### src/shared/patch_map.svh
// Register map and constants of the ROM patch unit
`ifndef PATCH_MAP_SVH
`define PATCH_MAP_SVH
`define PATCH_ENTRIES 3
`define PATCH_ADDR_W 16
`define PATCH_DATA_W 8
`define PATCH_REG_W 4
// Register indices on the CPU register port
`define PATCH_IDX_DATA0 4'h0
`define PATCH_IDX_DATA1 4'h1
`define PATCH_IDX_DATA2 4'h2
`define PATCH_IDX_TGT0_LO 4'h3
`define PATCH_IDX_TGT0_HI 4'h4
`define PATCH_IDX_TGT1_LO 4'h5
`define PATCH_IDX_TGT1_HI 4'h6
`define PATCH_IDX_TGT2_LO 4'h7
`define PATCH_IDX_TGT2_HI 4'h8
`define PATCH_IDX_ARM 4'h9
`define PATCH_IDX_READBACK 4'ha
`define PATCH_NO_PATCH_ADDR 16'h0078
`define PATCH_ADDR_RESET 16'h0000
`define PATCH_DATA_RESET 8'h00
`define PATCH_BITS_RESET 3'h0
`define PATCH_READ_ZERO 8'h00
`endif

### src/shared/patch_pkg.sv
// Types of the ROM patch unit
package patch_pkg;
	typedef logic [15:0] addr_t;
	typedef logic [7:0] byte_t;
	typedef logic [3:0] reg_idx_t;
	typedef enum logic [1:0] {
		PROG_IDLE = 2'b00,
		PROG_WRITE = 2'b01,
		PROG_DONE = 2'b11
	} prog_state_t;
	typedef struct packed {
		addr_t [2:0] target;
		byte_t [2:0] data;
		logic [2:0] arm;
		logic [2:0] readback;
		byte_t rdata;
	} unit_state_t;
	typedef struct packed {
		prog_state_t state;
		logic [2:0] step;
		logic [1:0] entry;
		addr_t target;
		byte_t value;
		logic [2:0] arm;
		reg_idx_t idx;
		logic wr;
		byte_t wdata;
		logic done;
	} prog_regs_t;
endpackage : patch_pkg

### src/shared/patch_if.sv
// Interface between the CPU register/fetch side and the patch unit
`timescale 1ns/100ps
`default_nettype none
interface patch_if;
	logic reg_wr;
	logic reg_rd;
	logic [3:0] reg_idx;
	logic [7:0] reg_wdata;
	logic [7:0] reg_rdata;
	logic [15:0] fetch_addr;
	logic [7:0] rom_data;
	logic [7:0] fetch_data;
	logic patch_hit;
	modport unit (input reg_wr, reg_rd, reg_idx, reg_wdata, fetch_addr, rom_data,
		output reg_rdata, fetch_data, patch_hit);
	modport cpu (output reg_wr, reg_rd, reg_idx, reg_wdata, fetch_addr, rom_data,
		input reg_rdata, fetch_data, patch_hit);
endinterface : patch_if
`default_nettype wire

### src/rtl/rom_patch_unit.sv
// ROM patch unit: three address/byte entries substituting ROM reads
`timescale 1ns/100ps
`default_nettype none
`include "patch_map.svh"

module rom_patch_unit (
	input wire logic clk_sys, // System clock
	input wire logic rst, // Synchronous reset, active high
	patch_if.unit bus // CPU register port and fetch path
);
	patch_pkg::unit_state_t s_q, s_d;
	wire [2:0] hit;

	// ----------------------------------------
	// Register state
	// ----------------------------------------
	always_comb begin
		s_d = s_q;
		if (bus.reg_wr) begin
			unique case (bus.reg_idx)
				`PATCH_IDX_DATA0: s_d.data[0] = bus.reg_wdata;
				`PATCH_IDX_DATA1: s_d.data[1] = bus.reg_wdata;
				`PATCH_IDX_DATA2: s_d.data[2] = bus.reg_wdata;
				`PATCH_IDX_TGT0_LO: s_d.target[0][7:0] = bus.reg_wdata;
				`PATCH_IDX_TGT0_HI: s_d.target[0][15:8] = bus.reg_wdata;
				`PATCH_IDX_TGT1_LO: s_d.target[1][7:0] = bus.reg_wdata;
				`PATCH_IDX_TGT1_HI: s_d.target[1][15:8] = bus.reg_wdata;
				`PATCH_IDX_TGT2_LO: s_d.target[2][7:0] = bus.reg_wdata;
				`PATCH_IDX_TGT2_HI: s_d.target[2][15:8] = bus.reg_wdata;
				`PATCH_IDX_ARM: s_d.arm = bus.reg_wdata[2:0];
				`PATCH_IDX_READBACK: s_d.readback = bus.reg_wdata[2:0];
				default: ;
			endcase
		end
		// Registered read data; blocked or unmapped reads return zero
		s_d.rdata = `PATCH_READ_ZERO;
		if (bus.reg_rd) begin
			unique case (bus.reg_idx)
				`PATCH_IDX_DATA0: if (s_q.readback[0]) s_d.rdata = s_q.data[0];
				`PATCH_IDX_DATA1: if (s_q.readback[1]) s_d.rdata = s_q.data[1];
				`PATCH_IDX_DATA2: if (s_q.readback[2]) s_d.rdata = s_q.data[2];
				`PATCH_IDX_TGT0_LO: s_d.rdata = s_q.target[0][7:0];
				`PATCH_IDX_TGT0_HI: s_d.rdata = s_q.target[0][15:8];
				`PATCH_IDX_TGT1_LO: s_d.rdata = s_q.target[1][7:0];
				`PATCH_IDX_TGT1_HI: s_d.rdata = s_q.target[1][15:8];
				`PATCH_IDX_TGT2_LO: s_d.rdata = s_q.target[2][7:0];
				`PATCH_IDX_TGT2_HI: s_d.rdata = s_q.target[2][15:8];
				`PATCH_IDX_ARM: s_d.rdata = {5'h00, s_q.arm};
				`PATCH_IDX_READBACK: s_d.rdata = {5'h00, s_q.readback};
				default: ;
			endcase
		end
	end

	always_ff @(posedge clk_sys) begin
		if (rst) begin
			s_q <= '0;
		end else begin
			s_q <= s_d;
		end
	end

	// ----------------------------------------
	// Compare and substitute
	// ----------------------------------------
	for (genvar g = 0; g < `PATCH_ENTRIES; g++) begin : g_cmp
		assign hit[g] = s_q.arm[g] && (bus.fetch_addr == s_q.target[g])
			&& (bus.fetch_addr != `PATCH_NO_PATCH_ADDR);
	end

	always_comb begin
		bus.fetch_data = bus.rom_data;
		if (hit[0]) begin
			bus.fetch_data = s_q.data[0];
		end else if (hit[1]) begin
			bus.fetch_data = s_q.data[1];
		end else if (hit[2]) begin
			bus.fetch_data = s_q.data[2];
		end
	end

	assign bus.patch_hit = |hit;
	assign bus.reg_rdata = s_q.rdata;
endmodule : rom_patch_unit
`default_nettype wire

### src/flat_wrapper.sv
// flat-port wrapper written by rule: the top's interface ports become plain ports
module rom_patch_unit_flat 
  (clk_sys, rst, bus_reg_wr, bus_reg_rd, bus_reg_idx, bus_reg_wdata, bus_fetch_addr, bus_rom_data, bus_reg_rdata, bus_fetch_data, bus_patch_hit);
  patch_if bus_i ();
  input wire logic clk_sys;
  input wire logic rst;
  input wire logic [$bits(bus_i.reg_wr)-1:0] bus_reg_wr;
  input wire logic [$bits(bus_i.reg_rd)-1:0] bus_reg_rd;
  input wire logic [$bits(bus_i.reg_idx)-1:0] bus_reg_idx;
  input wire logic [$bits(bus_i.reg_wdata)-1:0] bus_reg_wdata;
  input wire logic [$bits(bus_i.fetch_addr)-1:0] bus_fetch_addr;
  input wire logic [$bits(bus_i.rom_data)-1:0] bus_rom_data;
  output wire logic [$bits(bus_i.reg_rdata)-1:0] bus_reg_rdata;
  output wire logic [$bits(bus_i.fetch_data)-1:0] bus_fetch_data;
  output wire logic [$bits(bus_i.patch_hit)-1:0] bus_patch_hit;
  assign bus_i.reg_wr = bus_reg_wr;
  assign bus_i.reg_rd = bus_reg_rd;
  assign bus_i.reg_idx = bus_reg_idx;
  assign bus_i.reg_wdata = bus_reg_wdata;
  assign bus_i.fetch_addr = bus_fetch_addr;
  assign bus_i.rom_data = bus_rom_data;
  assign bus_reg_rdata = bus_i.reg_rdata;
  assign bus_fetch_data = bus_i.fetch_data;
  assign bus_patch_hit = bus_i.patch_hit;
  rom_patch_unit u_core (.clk_sys(clk_sys), .rst(rst), .bus(bus_i));
endmodule
### config.mk
export PLATFORM = sky130hd
export DESIGN_NAME = rom_patch_unit_flat
export DESIGN_NICKNAME = d
export VERILOG_FILES = /design/src/shared/patch_pkg.sv /design/src/shared/patch_if.sv /design/src/rtl/rom_patch_unit.sv /design/src/flat_wrapper.sv
export VERILOG_INCLUDE_DIRS = /design/src /design/src/shared
export SDC_FILE = /design/constraint.sdc
export NUM_CORES = 1
export LEC_CHECK = 0
export BUFFER_PORTS_ARGS = -buffer_cell sky130_fd_sc_hd__buf_2
export CORE_AREA = 10 10 108 207
export DETAILED_ROUTE_END_ITERATION = 12
export DIE_AREA = 0 0 118 217
export GPL_TIMING_DRIVEN = 0
export PLACE_DENSITY = 0.43
export SLEW_MARGIN = 25
export SYNTH_ARGS = -nofsm -noshare
export SYNTH_HDL_FRONTEND = slang
export SYNTH_SLANG_ARGS = --single-unit
### constraint.sdc
create_clock -name clk_sys -period 3.74 [get_ports clk_sys]
set_input_delay 0.374 -clock clk_sys [delete_from_list [all_inputs] [get_ports clk_sys]]
set_output_delay 0.374 -clock clk_sys [all_outputs]
set_load 0.03 [all_outputs]
==> results of run 1 <==
-- where the power goes --
part / switching, µW / internal (µW)
Combinational: 150 / 74.3
Sequential: 11.4 / 927
Clock: 381 / 582
Total: 541 / 1580
-- state kept, by name (all words and copies together), names as in the netlist --
register and flops:
u_core.bus.reg_rdata 8, u_core.s_q 78
-- routing by layer --
metal  up-vias  share of wire  GRT usage
met3        37          0.050    0.02307
li1       2003              -          -
met5         -              0          0
met2       173           0.49     0.2408
met1      2003           0.42     0.1786
met4         0          0.037    0.06214
-- placed cells by master (no fill, tap or decap), types with 2 or more instances in the layout --
| master | synthesis | layout |
|---|---|---|
| sky130_fd_sc_hd__nor2_1 | 91 | 91 |
| sky130_fd_sc_hd__dfxtp_1 | 86 | 86 |
| sky130_fd_sc_hd__mux2i_1 | 73 | 73 |
| sky130_fd_sc_hd__buf_2 | 3 | 53 |
| sky130_fd_sc_hd__xnor2_1 | 31 | 31 |
| sky130_fd_sc_hd__nand3_1 | 31 | 31 |
| sky130_fd_sc_hd__clkbuf_1 | 29 | 31 |
| sky130_fd_sc_hd__nand2_1 | 24 | 24 |
| sky130_fd_sc_hd__xor2_1 | 17 | 17 |
| sky130_fd_sc_hd__a21oi_1 | 16 | 16 |
| sky130_fd_sc_hd__a22oi_1 | 10 | 10 |
| sky130_fd_sc_hd__nand4_1 | 9 | 9 |
| sky130_fd_sc_hd__o21ai_1 | 9 | 9 |
| sky130_fd_sc_hd__buf_4 | 9 | 9 |
| sky130_fd_sc_hd__clkbuf_16 | 0 | 9 |
| sky130_fd_sc_hd__or2_2 | 8 | 8 |
| sky130_fd_sc_hd__o211a_1 | 8 | 8 |
| sky130_fd_sc_hd__a32oi_1 | 8 | 8 |
| sky130_fd_sc_hd__nor4_1 | 5 | 5 |
| sky130_fd_sc_hd__nor2b_1 | 5 | 5 |
| sky130_fd_sc_hd__mux2_2 | 5 | 5 |
| sky130_fd_sc_hd__a31oi_1 | 5 | 5 |
| sky130_fd_sc_hd__a221oi_1 | 4 | 4 |
| sky130_fd_sc_hd__nor3b_1 | 3 | 3 |
| sky130_fd_sc_hd__inv_1 | 3 | 3 |
| sky130_fd_sc_hd__nor2_2 | 3 | 3 |
| sky130_fd_sc_hd__and3_1 | 3 | 3 |
| sky130_fd_sc_hd__nor4bb_1 | 2 | 2 |
| sky130_fd_sc_hd__nor4_2 | 2 | 2 |
| sky130_fd_sc_hd__and4b_1 | 2 | 2 |
| sky130_fd_sc_hd__nand2b_1 | 2 | 2 |
| sky130_fd_sc_hd__o22a_1 | 2 | 2 |
| sky130_fd_sc_hd__o21ai_0 | 2 | 2 |
| sky130_fd_sc_hd__nand3b_1 | 2 | 2 |
| sky130_fd_sc_hd__mux4_2 | 2 | 2 |
| sky130_fd_sc_hd__bufinv_16 | 0 | 2 |
-- area by class of cell --
type / instances / share of cell area
timing repair buffer: 50 / 0.04492
clock inverter: 4 / 0.01303
clock buffer: 11 / 0.04178
inverter: 3 / 0.002022
tap: 259 / 0.05818
buffer: 43 / 0.03684
multi-input combinational: 400 / 0.4942
sequential: 86 / 0.3091
-- per-stage QoR --
stage          instance area, µm²  setup WS [ns]  hold WS [ns]
2_1_floorplan                4691          1.406        0.4443
3_3_place_gp                 5265         0.7697        0.4672
3_5_place_dp                 5265         0.7416        0.4691
4_1_cts                      5570         0.6393        0.2942
5_1_grt                      5570         0.5661        0.3043
6_report                     5570         0.6870        0.2932
-- worst max-delay path, stage by stage (launching register included) --
cell and delay, ns:
sky130_fd_sc_hd__dfxtp_1 0.34, sky130_fd_sc_hd__xor2_1 0.18, sky130_fd_sc_hd__or3_1 0.38, sky130_fd_sc_hd__or4_1 0.56, sky130_fd_sc_hd__buf_2 0.21, sky130_fd_sc_hd__o21ai_1 0.19, sky130_fd_sc_hd__nand3_1 0.10, sky130_fd_sc_hd__o211a_1 0.19
sky130_fd_sc_hd__buf_2 0.19
-- final timing paths --
check | start | end | slack [ns] | cells after the start
worst max-delay path | u_core.s_q[82]$_SDFFE_PP0P_ | bus_fetch_data[0] | 0.69 | 8
worst min-delay path | bus_reg_wdata[1] | u_core.s_q[15]$_SDFFE_PP0P_ | 0.29 | 3
worst max register to register | u_core.s_q[10]$_SDFFE_PP0P_ | u_core.bus.reg_rdata[5]$_SDFF_PP0_ | 2.23 | 4
worst min register to register | u_core.s_q[21]$_SDFFE_PP0P_ | u_core.s_q[21]$_SDFFE_PP0P_ | 0.48 | 2
-- cells by family after synthesis --
logic type	Yosys count
AOI/OAI and AO/OA	72
buffers and inverters	46
muxes	80
xor gates and xnor gates	48
DFF	86
and+or+nand+nor	200
==> impl_results.html, run 1 <==
<table>
<tr><th>Metric</th><th>Value</th></tr>
<tr><th colspan="2">Outcome</th></tr>
<tr><td>Run status</td><td>completed</td></tr>
<tr><th colspan="2">Worst setup path</th></tr>
<tr><td>Endpoint class of the critical path</td><td>output pin</td></tr>
<tr><td>Endpoint arrival time on the critical path</td><td>2.68 ns</td></tr>
<tr><td>Category of the most critical setup path</td><td>flip-flop to output pin</td></tr>
<tr><td>Crit-path max FO</td><td>8</td></tr>
<tr><td>Required time of the critical path</td><td>3.37 ns</td></tr>
<tr><td>Element type at the critical path start</td><td>flip-flop</td></tr>
<tr><th colspan="2">GRT</th></tr>
<tr><td>Number of antenna violations at the first check in global routing</td><td>0</td></tr>
<tr><td>Overall global routing resource usage</td><td>0.1439</td></tr>
<tr><td>Pin count of the biggest net entering global routing</td><td>14</td></tr>
<tr><td>Grt ovf</td><td>0</td></tr>
<tr><td>Number of global-route vias before repair</td><td>4423</td></tr>
<tr><td>First-pass GRT wire length</td><td>between 20000 and 30000 µm</td></tr>
<tr><th colspan="2">Die</th></tr>
<tr><td>Core region area</td><td>19100 µm²</td></tr>
<tr><td>Number of rows in the core area</td><td>72</td></tr>
<tr><td>Die area</td><td>25610 µm²</td></tr>
<tr><td>Initial standard-cell utilization of the core</td><td>0.2456</td></tr>
<tr><td>Horizontal die dimension</td><td>118 µm</td></tr>
<tr><td>Height of the die</td><td>roughly 220 µm</td></tr>
<tr><td>Count of boundary I/O pins</td><td>57</td></tr>
<tr><th colspan="2">STA</th></tr>
<tr><td>Unrepaired setup endpoints after global routing</td><td>false</td></tr>
<tr><td>Max Clk Rate</td><td>about 330 MHz</td></tr>
<tr><td>Fraction of the cycle the final worst path needs</td><td>0.8163</td></tr>
<tr><td>Final worst path period need</td><td>about 3.1 ns</td></tr>
<tr><td>Slew at the pin with the worst max-slew slack</td><td>0.8830 ns</td></tr>
<tr><td>Final setup violation count</td><td>0</td></tr>
<tr><td>Maximum clock skew at final layout</td><td>about 0.0036 ns</td></tr>
<tr><td>Worst slew margin relative to its limit</td><td>0.4107</td></tr>
<tr><td>Post-route setup TNS</td><td>0 ns</td></tr>
<tr><td>Final Slew Violations</td><td>0</td></tr>
<tr><td>Count of final hold-check violations</td><td>0</td></tr>
<tr><th colspan="2">Placed design</th></tr>
<tr><td>Port Buffer Count</td><td>50</td></tr>
<tr><td>Placed cell count</td><td>841</td></tr>
<tr><td>Final weighted congestion of routability-driven global placement</td><td>slightly above 0.9</td></tr>
<tr><td>HPWL Detailed</td><td>between 10000 and 15000 µm</td></tr>
<tr><th colspan="2">Layout</th></tr>
<tr><td>Area Overhead vs Synth</td><td>18.75%</td></tr>
<tr><td>Final Core Density</td><td>0.2917</td></tr>
<tr><td>Area of the multi-input gates</td><td>2753 µm²</td></tr>
<tr><td>Number of inserted diodes</td><td>0</td></tr>
<tr><td>Number of nets in the final layout</td><td>~630</td></tr>
<tr><td>Number of fillers in the final layout</td><td>2152</td></tr>
<tr><td>Fraction of layout cells with a size suffix above 1</td><td>0.1692</td></tr>
<tr><td>Register cell area after layout</td><td>roughly 1700 µm²</td></tr>
<tr><td>Post-Layout Cell Count</td><td>856</td></tr>
<tr><th colspan="2">Clock tree</th></tr>
<tr><td>Setup bufs post-CTS</td><td>0</td></tr>
<tr><td>Cell at the root of the clock tree</td><td>sky130_fd_sc_hd__clkbuf_16</td></tr>
<tr><td>PostCTS Resize Cnt</td><td>0</td></tr>
<tr><td>Clock Latency Late Sink</td><td>around 0.34 ns</td></tr>
<tr><td>Hold buffer count at cts</td><td>0</td></tr>
<tr><td>TritonCTS buffer count</td><td>9</td></tr>
<tr><td>CTS H-tree depth</td><td>3</td></tr>
<tr><td>CTS clk-pin slew, worst paths</td><td>0.06 ns</td></tr>
<tr><td>Clock tree from TritonCTS</td><td>done</td></tr>
<tr><td>Clock sink total</td><td>86</td></tr>
<tr><td>Number of buffers between clock root and the deepest sink</td><td>2</td></tr>
<tr><th colspan="2">Yosys</th></tr>
<tr><td>Register bit total from synthesis</td><td>86</td></tr>
<tr><td>Fraction of the yosys area taken by sequential cells</td><td>0.3670</td></tr>
<tr><td>Post-synthesis xor/xnor area fraction</td><td>0.08962</td></tr>
<tr><td>Largest family of logic cells by synthesized area</td><td>simple AND/OR/NAND/NOR gates</td></tr>
<tr><td>Portion of netlist area occupied by mux cells</td><td>0.1774</td></tr>
<tr><td>Synthesized area</td><td>4691 µm²</td></tr>
<tr><td>Number of warning messages in the yosys log</td><td>0</td></tr>
<tr><td>Leading cell types by total area after synthesis</td><td>sky130_fd_sc_hd__dfxtp_1, sky130_fd_sc_hd__mux2i_1, sky130_fd_sc_hd__nor2_1</td></tr>
<tr><td>Number of distinct library cells after synthesis</td><td>52</td></tr>
<tr><td>Fraction of the mapped netlist area in compound gates</td><td>0.1110</td></tr>
<tr><td>Most common cell in the synthesized netlist</td><td>sky130_fd_sc_hd__nor2_1</td></tr>
<tr><td>Share of Yosys cell area claimed by the top area cell type</td><td>0.3670</td></tr>
<tr><td>Number of flops mapped to enable cells by yosys</td><td>0</td></tr>
<tr><td>Simple logic cell fraction of the synthesized area</td><td>0.2089</td></tr>
<tr><td>Most frequently used flop master after synthesis</td><td>sky130_fd_sc_hd__dfxtp_1</td></tr>
<tr><td>Share of synthesized cell area in full adder, half adder and majority cells</td><td>0</td></tr>
<tr><td>Synthesized netlist net count</td><td>572</td></tr>
<tr><td>Synthesized area per cell</td><td>8.817 µm²</td></tr>
<tr><td>Fraction of registers with async set/reset</td><td>0</td></tr>
<tr><td>Cell count after synthesis</td><td>532</td></tr>
<tr><td>Cell accounting for the most synthesized area</td><td>sky130_fd_sc_hd__dfxtp_1</td></tr>
<tr><td>Commonest cells in the synthesized netlist</td><td>sky130_fd_sc_hd__nor2_1, sky130_fd_sc_hd__dfxtp_1, sky130_fd_sc_hd__mux2i_1, sky130_fd_sc_hd__nand3_1, sky130_fd_sc_hd__xnor2_1</td></tr>
<tr><th colspan="2">Routing</th></tr>
<tr><td>Number of nets with antenna violations after routing</td><td>0</td></tr>
<tr><td>Initial DRT Pass Iterations</td><td>6</td></tr>
<tr><td>Drt drc</td><td>0</td></tr>
<tr><td>Sum of routed wire length over all layers</td><td>18410 µm</td></tr>
<tr><td>Average via count per standard cell</td><td>4.925</td></tr>
<tr><td>Total number of vias</td><td>4216</td></tr>
<tr><td>DRC marker count from the first detailed-route iteration</td><td>265</td></tr>
<tr><td>Routed wire per std cell</td><td>21.50 µm</td></tr>
<tr><th colspan="2">Min path</th></tr>
<tr><td>Path class of the lowest-slack min-delay path</td><td>input port to flip-flop</td></tr>
<tr><th colspan="2">Power and ir drop</th></tr>
<tr><td>Power, Total</td><td>2124 µW</td></tr>
<tr><td>Leakage power of the design</td><td>0.002179 µW</td></tr>
<tr><td>Pwr dens</td><td>381.3 nW/µm²</td></tr>
<tr><td>IR Drop Worst-Case VDD</td><td>0.2045 mV</td></tr>
<tr><th colspan="2">Run</th></tr>
<tr><td>Number of maximum-capacitance violations</td><td>0</td></tr>
</table>
Power figures use the tool's default switching activity.
==> inputs of run 2 (changes only) <==
--- a/config.mk
+++ b/config.mk
@@ -11,7 +11,7 @@
 export DETAILED_ROUTE_END_ITERATION = 12
 export DIE_AREA = 0 0 118 217
 export GPL_TIMING_DRIVEN = 0
-export PLACE_DENSITY = 0.43
+export PLACE_DENSITY = 0.45
 export SLEW_MARGIN = 25
 export SYNTH_ARGS = -nofsm -noshare
 export SYNTH_HDL_FRONTEND = slang
==> constraint.sdc (replaced) <==
create_clock -name clk_sys -period 2.6 [get_ports clk_sys]
set_input_delay 0.26 -clock clk_sys [delete_from_list [all_inputs] [get_ports clk_sys]]
set_output_delay 0.26 -clock clk_sys [all_outputs]
set_load 0.03 [all_outputs]
==> run 2 against run 1 <==
  * The flow now finishes with violations (negative setup slack)
  * Sequential cell count did not move
  * Worst hold slack got worse by 0.11 ns
  * Core utilization rose by 1.0 points
  * Clock skew rose by 0.0027 ns
  * Routed wire length rose by 0.57%
  * Clock power rose by 38%
  * Non-clock buffer count rose by 5
  * Total power rose by 42%
  * Clock-buffer cell count rose by 2
==> impl_results.html, run 2 (synthesized netlist as in run 1, its figures left out) <==
<table>
<tr><th>Metric</th><th>Value</th></tr>
<tr><th colspan="2">Outcome</th></tr>
<tr><td>Run status</td><td>complete, but fails checks</td></tr>
<tr><td>Failing checks</td><td>negative setup slack</td></tr>
<tr><th colspan="2">Clock tree</th></tr>
<tr><td>Cell at the root of the clock tree</td><td>sky130_fd_sc_hd__clkbuf_16</td></tr>
<tr><td>TritonCTS buffer count</td><td>9 (unchanged)</td></tr>
<tr><td>Clock Latency Late Sink</td><td>0.35 ns (about the same)</td></tr>
<tr><td>Hold buffer count at cts</td><td>0 (unchanged)</td></tr>
<tr><td>Clock tree from TritonCTS</td><td>done</td></tr>
<tr><td>Clock sink total</td><td>86 (unchanged)</td></tr>
<tr><td>Number of buffers between clock root and the deepest sink</td><td>2 (unchanged)</td></tr>
<tr><td>CTS H-tree depth</td><td>3 (unchanged)</td></tr>
<tr><td>CTS clk-pin slew, worst paths</td><td>0.06 ns (about the same)</td></tr>
<tr><th colspan="2">Die</th></tr>
<tr><td>Initial standard-cell utilization of the core</td><td>0.2456 (unchanged)</td></tr>
<tr><td>Horizontal die dimension</td><td>118 µm (unchanged)</td></tr>
<tr><td>Number of rows in the core area</td><td>72 (unchanged)</td></tr>
<tr><td>Count of boundary I/O pins</td><td>57 (unchanged)</td></tr>
<tr><td>Core region area</td><td>19100 µm² (unchanged)</td></tr>
<tr><td>Die area</td><td>25610 µm² (unchanged)</td></tr>
<tr><td>Height of the die</td><td>217 µm (unchanged)</td></tr>
<tr><th colspan="2">STA</th></tr>
<tr><td>Fraction of the cycle the final worst path needs</td><td>1.009</td></tr>
<tr><td>Maximum clock skew at final layout</td><td>0.006235 ns (+0.002656 ns)</td></tr>
<tr><td>Max Clk Rate</td><td>381.2 MHz</td></tr>
<tr><td>Final worst path period need</td><td>2.623 ns</td></tr>
<tr><td>Slew at the pin with the worst max-slew slack</td><td>0.7787 ns (-0.1043 ns)</td></tr>
<tr><td>Count of final hold-check violations</td><td>0 (unchanged)</td></tr>
<tr><td>Worst slew margin relative to its limit</td><td>0.4803 (+0.06961)</td></tr>
<tr><td>Final Slew Violations</td><td>0 (unchanged)</td></tr>
<tr><td>Unrepaired setup endpoints after global routing</td><td>true</td></tr>
<tr><td>Final setup violation count</td><td>4 (+4)</td></tr>
<tr><td>Post-layout worst setup margin</td><td>-0.02315 ns (-0.7102 ns)</td></tr>
<tr><th colspan="2">Power and ir drop</th></tr>
<tr><td>IR Drop Worst-Case VDD</td><td>0.2994 mV (+46%)</td></tr>
<tr><td>Part of the power in combinational logic</td><td>0.114 (+0.009)</td></tr>
<tr><td>Power, Total</td><td>3022 µW (+42%)</td></tr>
<tr><td>Internal Dissipation</td><td>2250 µW (+42%)</td></tr>
<tr><td>Pwr dens</td><td>524.7 nW/µm² (+38%)</td></tr>
<tr><td>Sw frac</td><td>0.2556 (+0.0006594)</td></tr>
<tr><td>Net Switching</td><td>772.4 µW (+43%)</td></tr>
<tr><td>Leakage power of the design</td><td>0.002243 µW (+2.9%)</td></tr>
<tr><td>Share of total power in sequential cells</td><td>0.447 (+0.005)</td></tr>
<tr><td>Clk network pwr share</td><td>0.440 (-0.013)</td></tr>
<tr><th colspan="2">Placed design</th></tr>
<tr><td>Dpl cell area</td><td>5265 µm² (unchanged)</td></tr>
<tr><td>Final weighted congestion of routability-driven global placement</td><td>0.9112 (-0.55%)</td></tr>
<tr><td>HPWL Detailed</td><td>13680 µm (-2.3%)</td></tr>
<tr><td>Placement Setup Slack</td><td>-0.2132 ns (-0.9548 ns)</td></tr>
<tr><td>Port Buffer Count</td><td>50 (unchanged)</td></tr>
<tr><th colspan="2">GRT</th></tr>
<tr><td>First-pass GRT wire length</td><td>27560 µm (-1.6%)</td></tr>
<tr><td>Number of global-route vias before repair</td><td>4315 (-2.4%)</td></tr>
<tr><td>Overall global routing resource usage</td><td>0.1418 (-0.002074)</td></tr>
<tr><td>Number of antenna violations at the first check in global routing</td><td>0 (unchanged)</td></tr>
<tr><td>Grt ovf</td><td>0 (unchanged)</td></tr>
<tr><td>Pin count of the biggest net entering global routing</td><td>14 (unchanged)</td></tr>
<tr><th colspan="2">Worst setup path</th></tr>
<tr><td>Crit-path max FO</td><td>8 (unchanged)</td></tr>
<tr><td>Slowest stage cell on the critical path</td><td>sky130_fd_sc_hd__or4_4</td></tr>
<tr><td>Element type at the critical path start</td><td>flip-flop</td></tr>
<tr><td>Top delay family on crit path</td><td>simple AND/OR/NAND/NOR gates</td></tr>
<tr><td>Number of buffer and inverter instances along the worst setup path</td><td>1 (-1)</td></tr>
<tr><td>Endpoint arrival time on the critical path</td><td>2.36 ns (-0.32 ns)</td></tr>
<tr><td>Endpoint class of the critical path</td><td>output pin</td></tr>
<tr><td>CP cell instances</td><td>xor2_1 &gt; or3_1 &gt; or4_4 &gt; o21ai_2 &gt; nand3_1 &gt; o211a_1 &gt; buf_6</td></tr>
<tr><td>Category of the most critical setup path</td><td>flip-flop to output pin</td></tr>
<tr><td>Required time of the critical path</td><td>2.34 ns (-1.03 ns)</td></tr>
<tr><td>Delay of the slowest cell on the worst path</td><td>0.54 ns (-0.02 ns)</td></tr>
<tr><th colspan="2">Routing</th></tr>
<tr><td>Number of nets with antenna violations after routing</td><td>0 (unchanged)</td></tr>
<tr><td>Routed wire per std cell</td><td>21.48 µm (-0.13%)</td></tr>
<tr><td>Initial DRT Pass Iterations</td><td>5 (-1)</td></tr>
<tr><td>Drt drc</td><td>0 (unchanged)</td></tr>
<tr><td>Average via count per standard cell</td><td>4.951 (+0.53%)</td></tr>
<tr><td>Sum of routed wire length over all layers</td><td>18510 µm (+0.57%)</td></tr>
<tr><td>DRC marker count from the first detailed-route iteration</td><td>287 (+8.3%)</td></tr>
<tr><td>Total number of vias</td><td>4268 (+1.2%)</td></tr>
<tr><th colspan="2">Layout</th></tr>
<tr><td>Fraction of layout cells with a size suffix above 1</td><td>0.2073 (+0.03812)</td></tr>
<tr><td>Register ranked first by flip-flop count</td><td>u_core.s_q</td></tr>
<tr><td>Final Core Density</td><td>0.3016 (+0.009958)</td></tr>
<tr><td>Largest register FFs</td><td>78 (unchanged)</td></tr>
<tr><td>Total non-filler cell area in the finished layout</td><td>5761 µm² (+3.4%)</td></tr>
<tr><td>Number of inserted diodes</td><td>0 (unchanged)</td></tr>
<tr><td>Number of nets in the final layout</td><td>638 (+0.79%)</td></tr>
<tr><td>Leading cell types in the layout, fill and taps excluded</td><td>sky130_fd_sc_hd__nor2_1, sky130_fd_sc_hd__dfxtp_1, sky130_fd_sc_hd__mux2i_1</td></tr>
<tr><td>Number of fillers in the final layout</td><td>2100 (-2.4%)</td></tr>
<tr><td>Area Overhead vs Synth</td><td>22.81%</td></tr>
<tr><td>Most common cell after layout, fill and taps aside</td><td>sky130_fd_sc_hd__nor2_1</td></tr>
<tr><th colspan="2">Run</th></tr>
<tr><td>Number of maximum-capacitance violations</td><td>0 (unchanged)</td></tr>
<tr><th colspan="2">Min path</th></tr>
<tr><td>Path class of the lowest-slack min-delay path</td><td>input port to flip-flop</td></tr>
</table>
[run 2: cell count changes in the layout (fill, tap and decap cells not counted), moves of 3 or more]
cell                      delta
sky130_fd_sc_hd__buf_6       +8
sky130_fd_sc_hd__dfxtp_2     +3
sky130_fd_sc_hd__xnor2_2     +4
sky130_fd_sc_hd__o21ai_2     +6
sky130_fd_sc_hd__dfxtp_1     -3
sky130_fd_sc_hd__xnor2_1     -4
sky130_fd_sc_hd__o21ai_1     -6
sky130_fd_sc_hd__buf_4       +6
sky130_fd_sc_hd__buf_2       -9
[run 2: power by group through the flow]
stage / clock network (µW) / logic (µW) / registers [µW]
after CTS: 1360 / 339 / 1350
after detailed placement: 0 / 321 / 1380
final: 1330 / 344 / 1350
after global placement: 0 / 322 / 1380
after global routing: 1420 / 367 / 1350
after floorplan: 0 / 187 / 1370
[run 2: timing repair]
item                       CTS  global route
setup endpoints to repair    9             8
resized for setup           32             7
buffers inserted             6             0
pin swaps                   13             3
gates cloned                 0             0
[run 2: per-stage QoR]
step | setup TNS [ns] | hold WS [ns] | instances
finish | -0.06127 | 0.1839 | 862
global route | -0.5211 | 0.2042 | 862
CTS | -0.2427 | 0.1762 | 863
detailed placement | -1.411 | 0.4682 | 841
global placement | -1.344 | 0.4619 | 841
floorplan | 0 | 0.4075 | 532
[run 2: area by class of cell]
class	count	area, µm²	area share
Clock inverter	3	42.54	0.007385
Multi-Input combinational cell	400	2851	0.4950
Inverter	3	11.26	0.001955
Timing Repair Buffer	56	345.3	0.05995
Sequential cell	86	1725	0.2995
Clock buffer	13	260.3	0.04518
Tap cell	259	324.1	0.05626
Buffer	42	200.2	0.03475
[run 2: worst paths after layout]
check                                   start                                 end  slack [ns]  cells past startpoint
hold / removal               bus_reg_wdata[1]         u_core.s_q[15]$_SDFFE_PP0P_        0.18                      3
hold reg to reg   u_core.s_q[21]$_SDFFE_PP0P_         u_core.s_q[21]$_SDFFE_PP0P_        0.48                      2
setup reg to reg  u_core.s_q[10]$_SDFFE_PP0P_  u_core.bus.reg_rdata[5]$_SDFF_PP0_        0.86                      4
setup / recovery  u_core.s_q[84]$_SDFFE_PP0P_                   bus_fetch_data[0]       -0.02                      7
[run 2: per-layer routing]
metal,up-vias,part of all wire,global-route usage
met5,-,0,0
li1,2006,-,-
met3,32,0.054,0.02748
met1,2069,0.44,0.1825
met4,0,0.032,0.05758
met2,161,0.47,0.2276
[run 2: worst min-delay path, delay by kind of cell]
family,cells,cell delay (ns)
AOI/OAI and AO/OA,1,0.05
buffers and inverters,1,0.11
and+or+nand+nor,1,0.06
==> inputs of run 3 (changes only) <==
--- a/config.mk
+++ b/config.mk
@@ -11,7 +11,7 @@
 export DETAILED_ROUTE_END_ITERATION = 12
 export DIE_AREA = 0 0 118 217
 export GPL_TIMING_DRIVEN = 0
-export PLACE_DENSITY = 0.45
+export PLACE_DENSITY = 0.43
 export SLEW_MARGIN = 25
 export SYNTH_ARGS = -nofsm -noshare
 export SYNTH_HDL_FRONTEND = slang
==> constraint.sdc (replaced) <==
create_clock -name clk_sys -period 3.1 [get_ports clk_sys]
set_input_delay 0.31 -clock clk_sys [delete_from_list [all_inputs] [get_ports clk_sys]]
set_output_delay 0.31 -clock clk_sys [all_outputs]
set_load 0.03 [all_outputs]
==> run 3 against run 2 <==
  * The run now ends clean
  * Global-route usage up 0.21 points
  * Critical path depth up 1
  * Sequential power down 16%
  * Total power down 15%
  * Critical endpoint unchanged
  * Largest cell class unchanged
  * Highest routed layer unchanged
==> impl_results.html, run 3 (synthesized netlist as in run 1, its figures left out) <==
<table>
<tr><th>Metric</th><th>Value</th></tr>
<tr><th colspan="2">Outcome</th></tr>
<tr><td>Run status</td><td>completed</td></tr>
<tr><th colspan="2">Routing</th></tr>
<tr><td>Sum of routed wire length over all layers</td><td>18480 µm (-0.16%)</td></tr>
<tr><td>Average via count per standard cell</td><td>4.918 (-0.67%)</td></tr>
<tr><td>DRC marker count from the first detailed-route iteration</td><td>256 (-11%)</td></tr>
<tr><td>Drt drc</td><td>0 (unchanged)</td></tr>
<tr><td>Initial DRT Pass Iterations</td><td>5 (unchanged)</td></tr>
<tr><td>Number of nets with antenna violations after routing</td><td>0 (unchanged)</td></tr>
<tr><td>Total number of vias</td><td>4210 (-1.4%)</td></tr>
<tr><td>Routed wire per std cell</td><td>21.59 µm (+0.54%)</td></tr>
<tr><th colspan="2">Layout</th></tr>
<tr><td>Fraction of layout cells with a size suffix above 1</td><td>0.1692 (-0.03812)</td></tr>
<tr><td>Number of nets in the final layout</td><td>633 (-0.78%)</td></tr>
<tr><td>Number of inserted diodes</td><td>0 (unchanged)</td></tr>
<tr><td>Area Overhead vs Synth</td><td>18.80%</td></tr>
<tr><td>Total non-filler cell area in the finished layout</td><td>5573 µm² (-3.3%)</td></tr>
<tr><td>Final Core Density</td><td>0.2918 (-0.009827)</td></tr>
<tr><td>Most common cell after layout, fill and taps aside</td><td>sky130_fd_sc_hd__nor2_1</td></tr>
<tr><td>Register ranked first by flip-flop count</td><td>u_core.s_q</td></tr>
<tr><td>Leading cell types in the layout, fill and taps excluded</td><td>sky130_fd_sc_hd__nor2_1, sky130_fd_sc_hd__dfxtp_1, sky130_fd_sc_hd__mux2i_1</td></tr>
<tr><td>Largest register FFs</td><td>78 (unchanged)</td></tr>
<tr><th colspan="2">Die</th></tr>
<tr><td>Height of the die</td><td>217 µm (unchanged)</td></tr>
<tr><td>Horizontal die dimension</td><td>118 µm (unchanged)</td></tr>
<tr><td>Die area</td><td>25610 µm² (unchanged)</td></tr>
<tr><td>Number of rows in the core area</td><td>72 (unchanged)</td></tr>
<tr><td>Initial standard-cell utilization of the core</td><td>0.2456 (unchanged)</td></tr>
<tr><td>Core region area</td><td>19100 µm² (unchanged)</td></tr>
<tr><td>Count of boundary I/O pins</td><td>57 (unchanged)</td></tr>
<tr><th colspan="2">STA</th></tr>
<tr><td>Maximum clock skew at final layout</td><td>0.005194 ns (-0.001041 ns)</td></tr>
<tr><td>Count of final hold-check violations</td><td>0 (unchanged)</td></tr>
<tr><td>Final setup violation count</td><td>0 (-4)</td></tr>
<tr><td>Final worst path period need</td><td>between 3 and 4 ns</td></tr>
<tr><td>Worst slew margin relative to its limit</td><td>0.4162 (-0.06415)</td></tr>
<tr><td>Unrepaired setup endpoints after global routing</td><td>true</td></tr>
<tr><td>Fraction of the cycle the final worst path needs</td><td>0.9774</td></tr>
<tr><td>Max Clk Rate</td><td>roughly 330 MHz</td></tr>
<tr><td>Final Slew Violations</td><td>0 (unchanged)</td></tr>
<tr><td>Slew at the pin with the worst max-slew slack</td><td>0.8748 ns (+0.09611 ns)</td></tr>
<tr><th colspan="2">GRT</th></tr>
<tr><td>Grt ovf</td><td>0 (unchanged)</td></tr>
<tr><td>Number of global-route vias before repair</td><td>4423 (+2.5%)</td></tr>
<tr><td>Pin count of the biggest net entering global routing</td><td>14 (unchanged)</td></tr>
<tr><td>Number of antenna violations at the first check in global routing</td><td>0 (unchanged)</td></tr>
<tr><td>Global-route met3 utilization</td><td>0.02307 (-0.004408)</td></tr>
<tr><td>Most heavily used metal layer in global routing</td><td>met2</td></tr>
<tr><td>Overall global routing resource usage</td><td>0.1439 (+0.002074)</td></tr>
<tr><td>Global routing met2 resource utilization</td><td>0.2408 (+0.01319)</td></tr>
<tr><td>First-pass GRT wire length</td><td>27990 µm (+1.6%)</td></tr>
<tr><td>Met1 track utilization from global routing</td><td>0.1786 (-0.003955)</td></tr>
<tr><th colspan="2">Worst setup path</th></tr>
<tr><td>Element type at the critical path start</td><td>flip-flop</td></tr>
<tr><td>Crit-path max FO</td><td>8 (unchanged)</td></tr>
<tr><td>Required time of the critical path</td><td>2.79 ns (+0.45 ns)</td></tr>
<tr><td>Category of the most critical setup path</td><td>flip-flop to output pin</td></tr>
<tr><td>Endpoint class of the critical path</td><td>output pin</td></tr>
<tr><td>Endpoint arrival time on the critical path</td><td>2.72 ns (+0.36 ns)</td></tr>
<tr><th colspan="2">Min path</th></tr>
<tr><td>Path class of the lowest-slack min-delay path</td><td>input port to flip-flop</td></tr>
<tr><th colspan="2">Clock tree</th></tr>
<tr><td>Clock Latency Late Sink</td><td>0.34 ns (about the same)</td></tr>
<tr><td>CTS clk-pin slew, worst paths</td><td>0.06 ns (about the same)</td></tr>
<tr><td>Number of buffers between clock root and the deepest sink</td><td>2 (unchanged)</td></tr>
<tr><td>Hold buffer count at cts</td><td>0 (unchanged)</td></tr>
<tr><td>PostCTS Resize Cnt</td><td>0 (-100%)</td></tr>
<tr><td>Clock sink total</td><td>86 (unchanged)</td></tr>
<tr><td>TritonCTS buffer count</td><td>9 (unchanged)</td></tr>
<tr><td>Cell at the root of the clock tree</td><td>sky130_fd_sc_hd__clkbuf_16</td></tr>
<tr><td>Setup bufs post-CTS</td><td>0 (-6)</td></tr>
<tr><td>CTS H-tree depth</td><td>3 (unchanged)</td></tr>
<tr><td>Clock tree from TritonCTS</td><td>done</td></tr>
<tr><th colspan="2">Placed design</th></tr>
<tr><td>Final weighted congestion of routability-driven global placement</td><td>0.9162 (+0.55%)</td></tr>
<tr><td>Dpl cell area</td><td>5265 µm² (unchanged)</td></tr>
<tr><td>HPWL Detailed</td><td>14000 µm (+2.3%)</td></tr>
<tr><td>Port Buffer Count</td><td>50 (unchanged)</td></tr>
<tr><th colspan="2">Power and ir drop</th></tr>
<tr><td>Leakage power of the design</td><td>0.002181 µW (-2.7%)</td></tr>
<tr><td>IR Drop Worst-Case VDD</td><td>0.2461 mV (-18%)</td></tr>
<tr><td>Power, Total</td><td>2564 µW (-15%)</td></tr>
<tr><td>Pwr dens</td><td>460.1 nW/µm² (-12%)</td></tr>
<tr><th colspan="2">Run</th></tr>
<tr><td>Number of maximum-capacitance violations</td><td>0 (unchanged)</td></tr>
</table>
-- run 3: layout make-up --
cell class	instances	area, µm²
flip-flops and latches	86	1722
clock inverters	4	72.57
repair buffers	50	250.2
inverters	3	11.26
well taps	259	324.1
clock buffers	11	232.7
multi-input cells	400	2753
plain buffers	43	207.7
fillers	2151	13530
-- run 3: path summary, 6_finish.rpt --
check / slack [ns] / startpoint / cells after the start / to
hold / removal: 0.23 / bus_reg_wdata[1] / 3 / u_core.s_q[15]$_SDFFE_PP0P_
setup / recovery: 0.07 / u_core.s_q[84]$_SDFFE_PP0P_ / 8 / bus_fetch_data[0]
setup reg to reg: 1.58 / u_core.s_q[10]$_SDFFE_PP0P_ / 4 / u_core.bus.reg_rdata[5]$_SDFF_PP0_
hold reg to reg: 0.48 / u_core.s_q[21]$_SDFFE_PP0P_ / 2 / u_core.s_q[21]$_SDFFE_PP0P_
-- run 3: worst max-delay path: stages, from the launching register on --
cell	delay (ns)
sky130_fd_sc_hd__dfxtp_1	0.34
sky130_fd_sc_hd__xor2_1	0.20
sky130_fd_sc_hd__or3_1	0.37
sky130_fd_sc_hd__or4_1	0.58
sky130_fd_sc_hd__clkbuf_4	0.22
sky130_fd_sc_hd__o21ai_1	0.19
sky130_fd_sc_hd__nand3_1	0.10
sky130_fd_sc_hd__o211a_1	0.20
sky130_fd_sc_hd__buf_2	0.19
-- run 3: where the power goes --
part,total (µW),leakage (µW),internal [µW],switching (µW)
clock,1160,0.000146,702,460
combinational,270,0.00134,89.7,181
sequential,1130,0.000694,1120,13.8
total,2560,0.00218,1910,655
-- run 3: metal layers --
metal,part of all wire,up-vias
li1,-,2000
met3,0.050,37
met1,0.42,2016
met5,0,-
met4,0.035,0
met2,0.49,157
-- run 3: metrics by stage --
step	instances	hold slack (ns)	worst slack [ns]	setup TNS [ns]
2_1_floorplan	532	0.4443	0.8731	0
3_3_place_gp	841	0.4672	0.2577	0
3_5_place_dp	841	0.4691	0.2296	0
4_1_cts	856	0.2302	0.06330	0
5_1_grt	856	0.2403	-0.009289	-0.01419
6_report	856	0.2299	0.07021	0
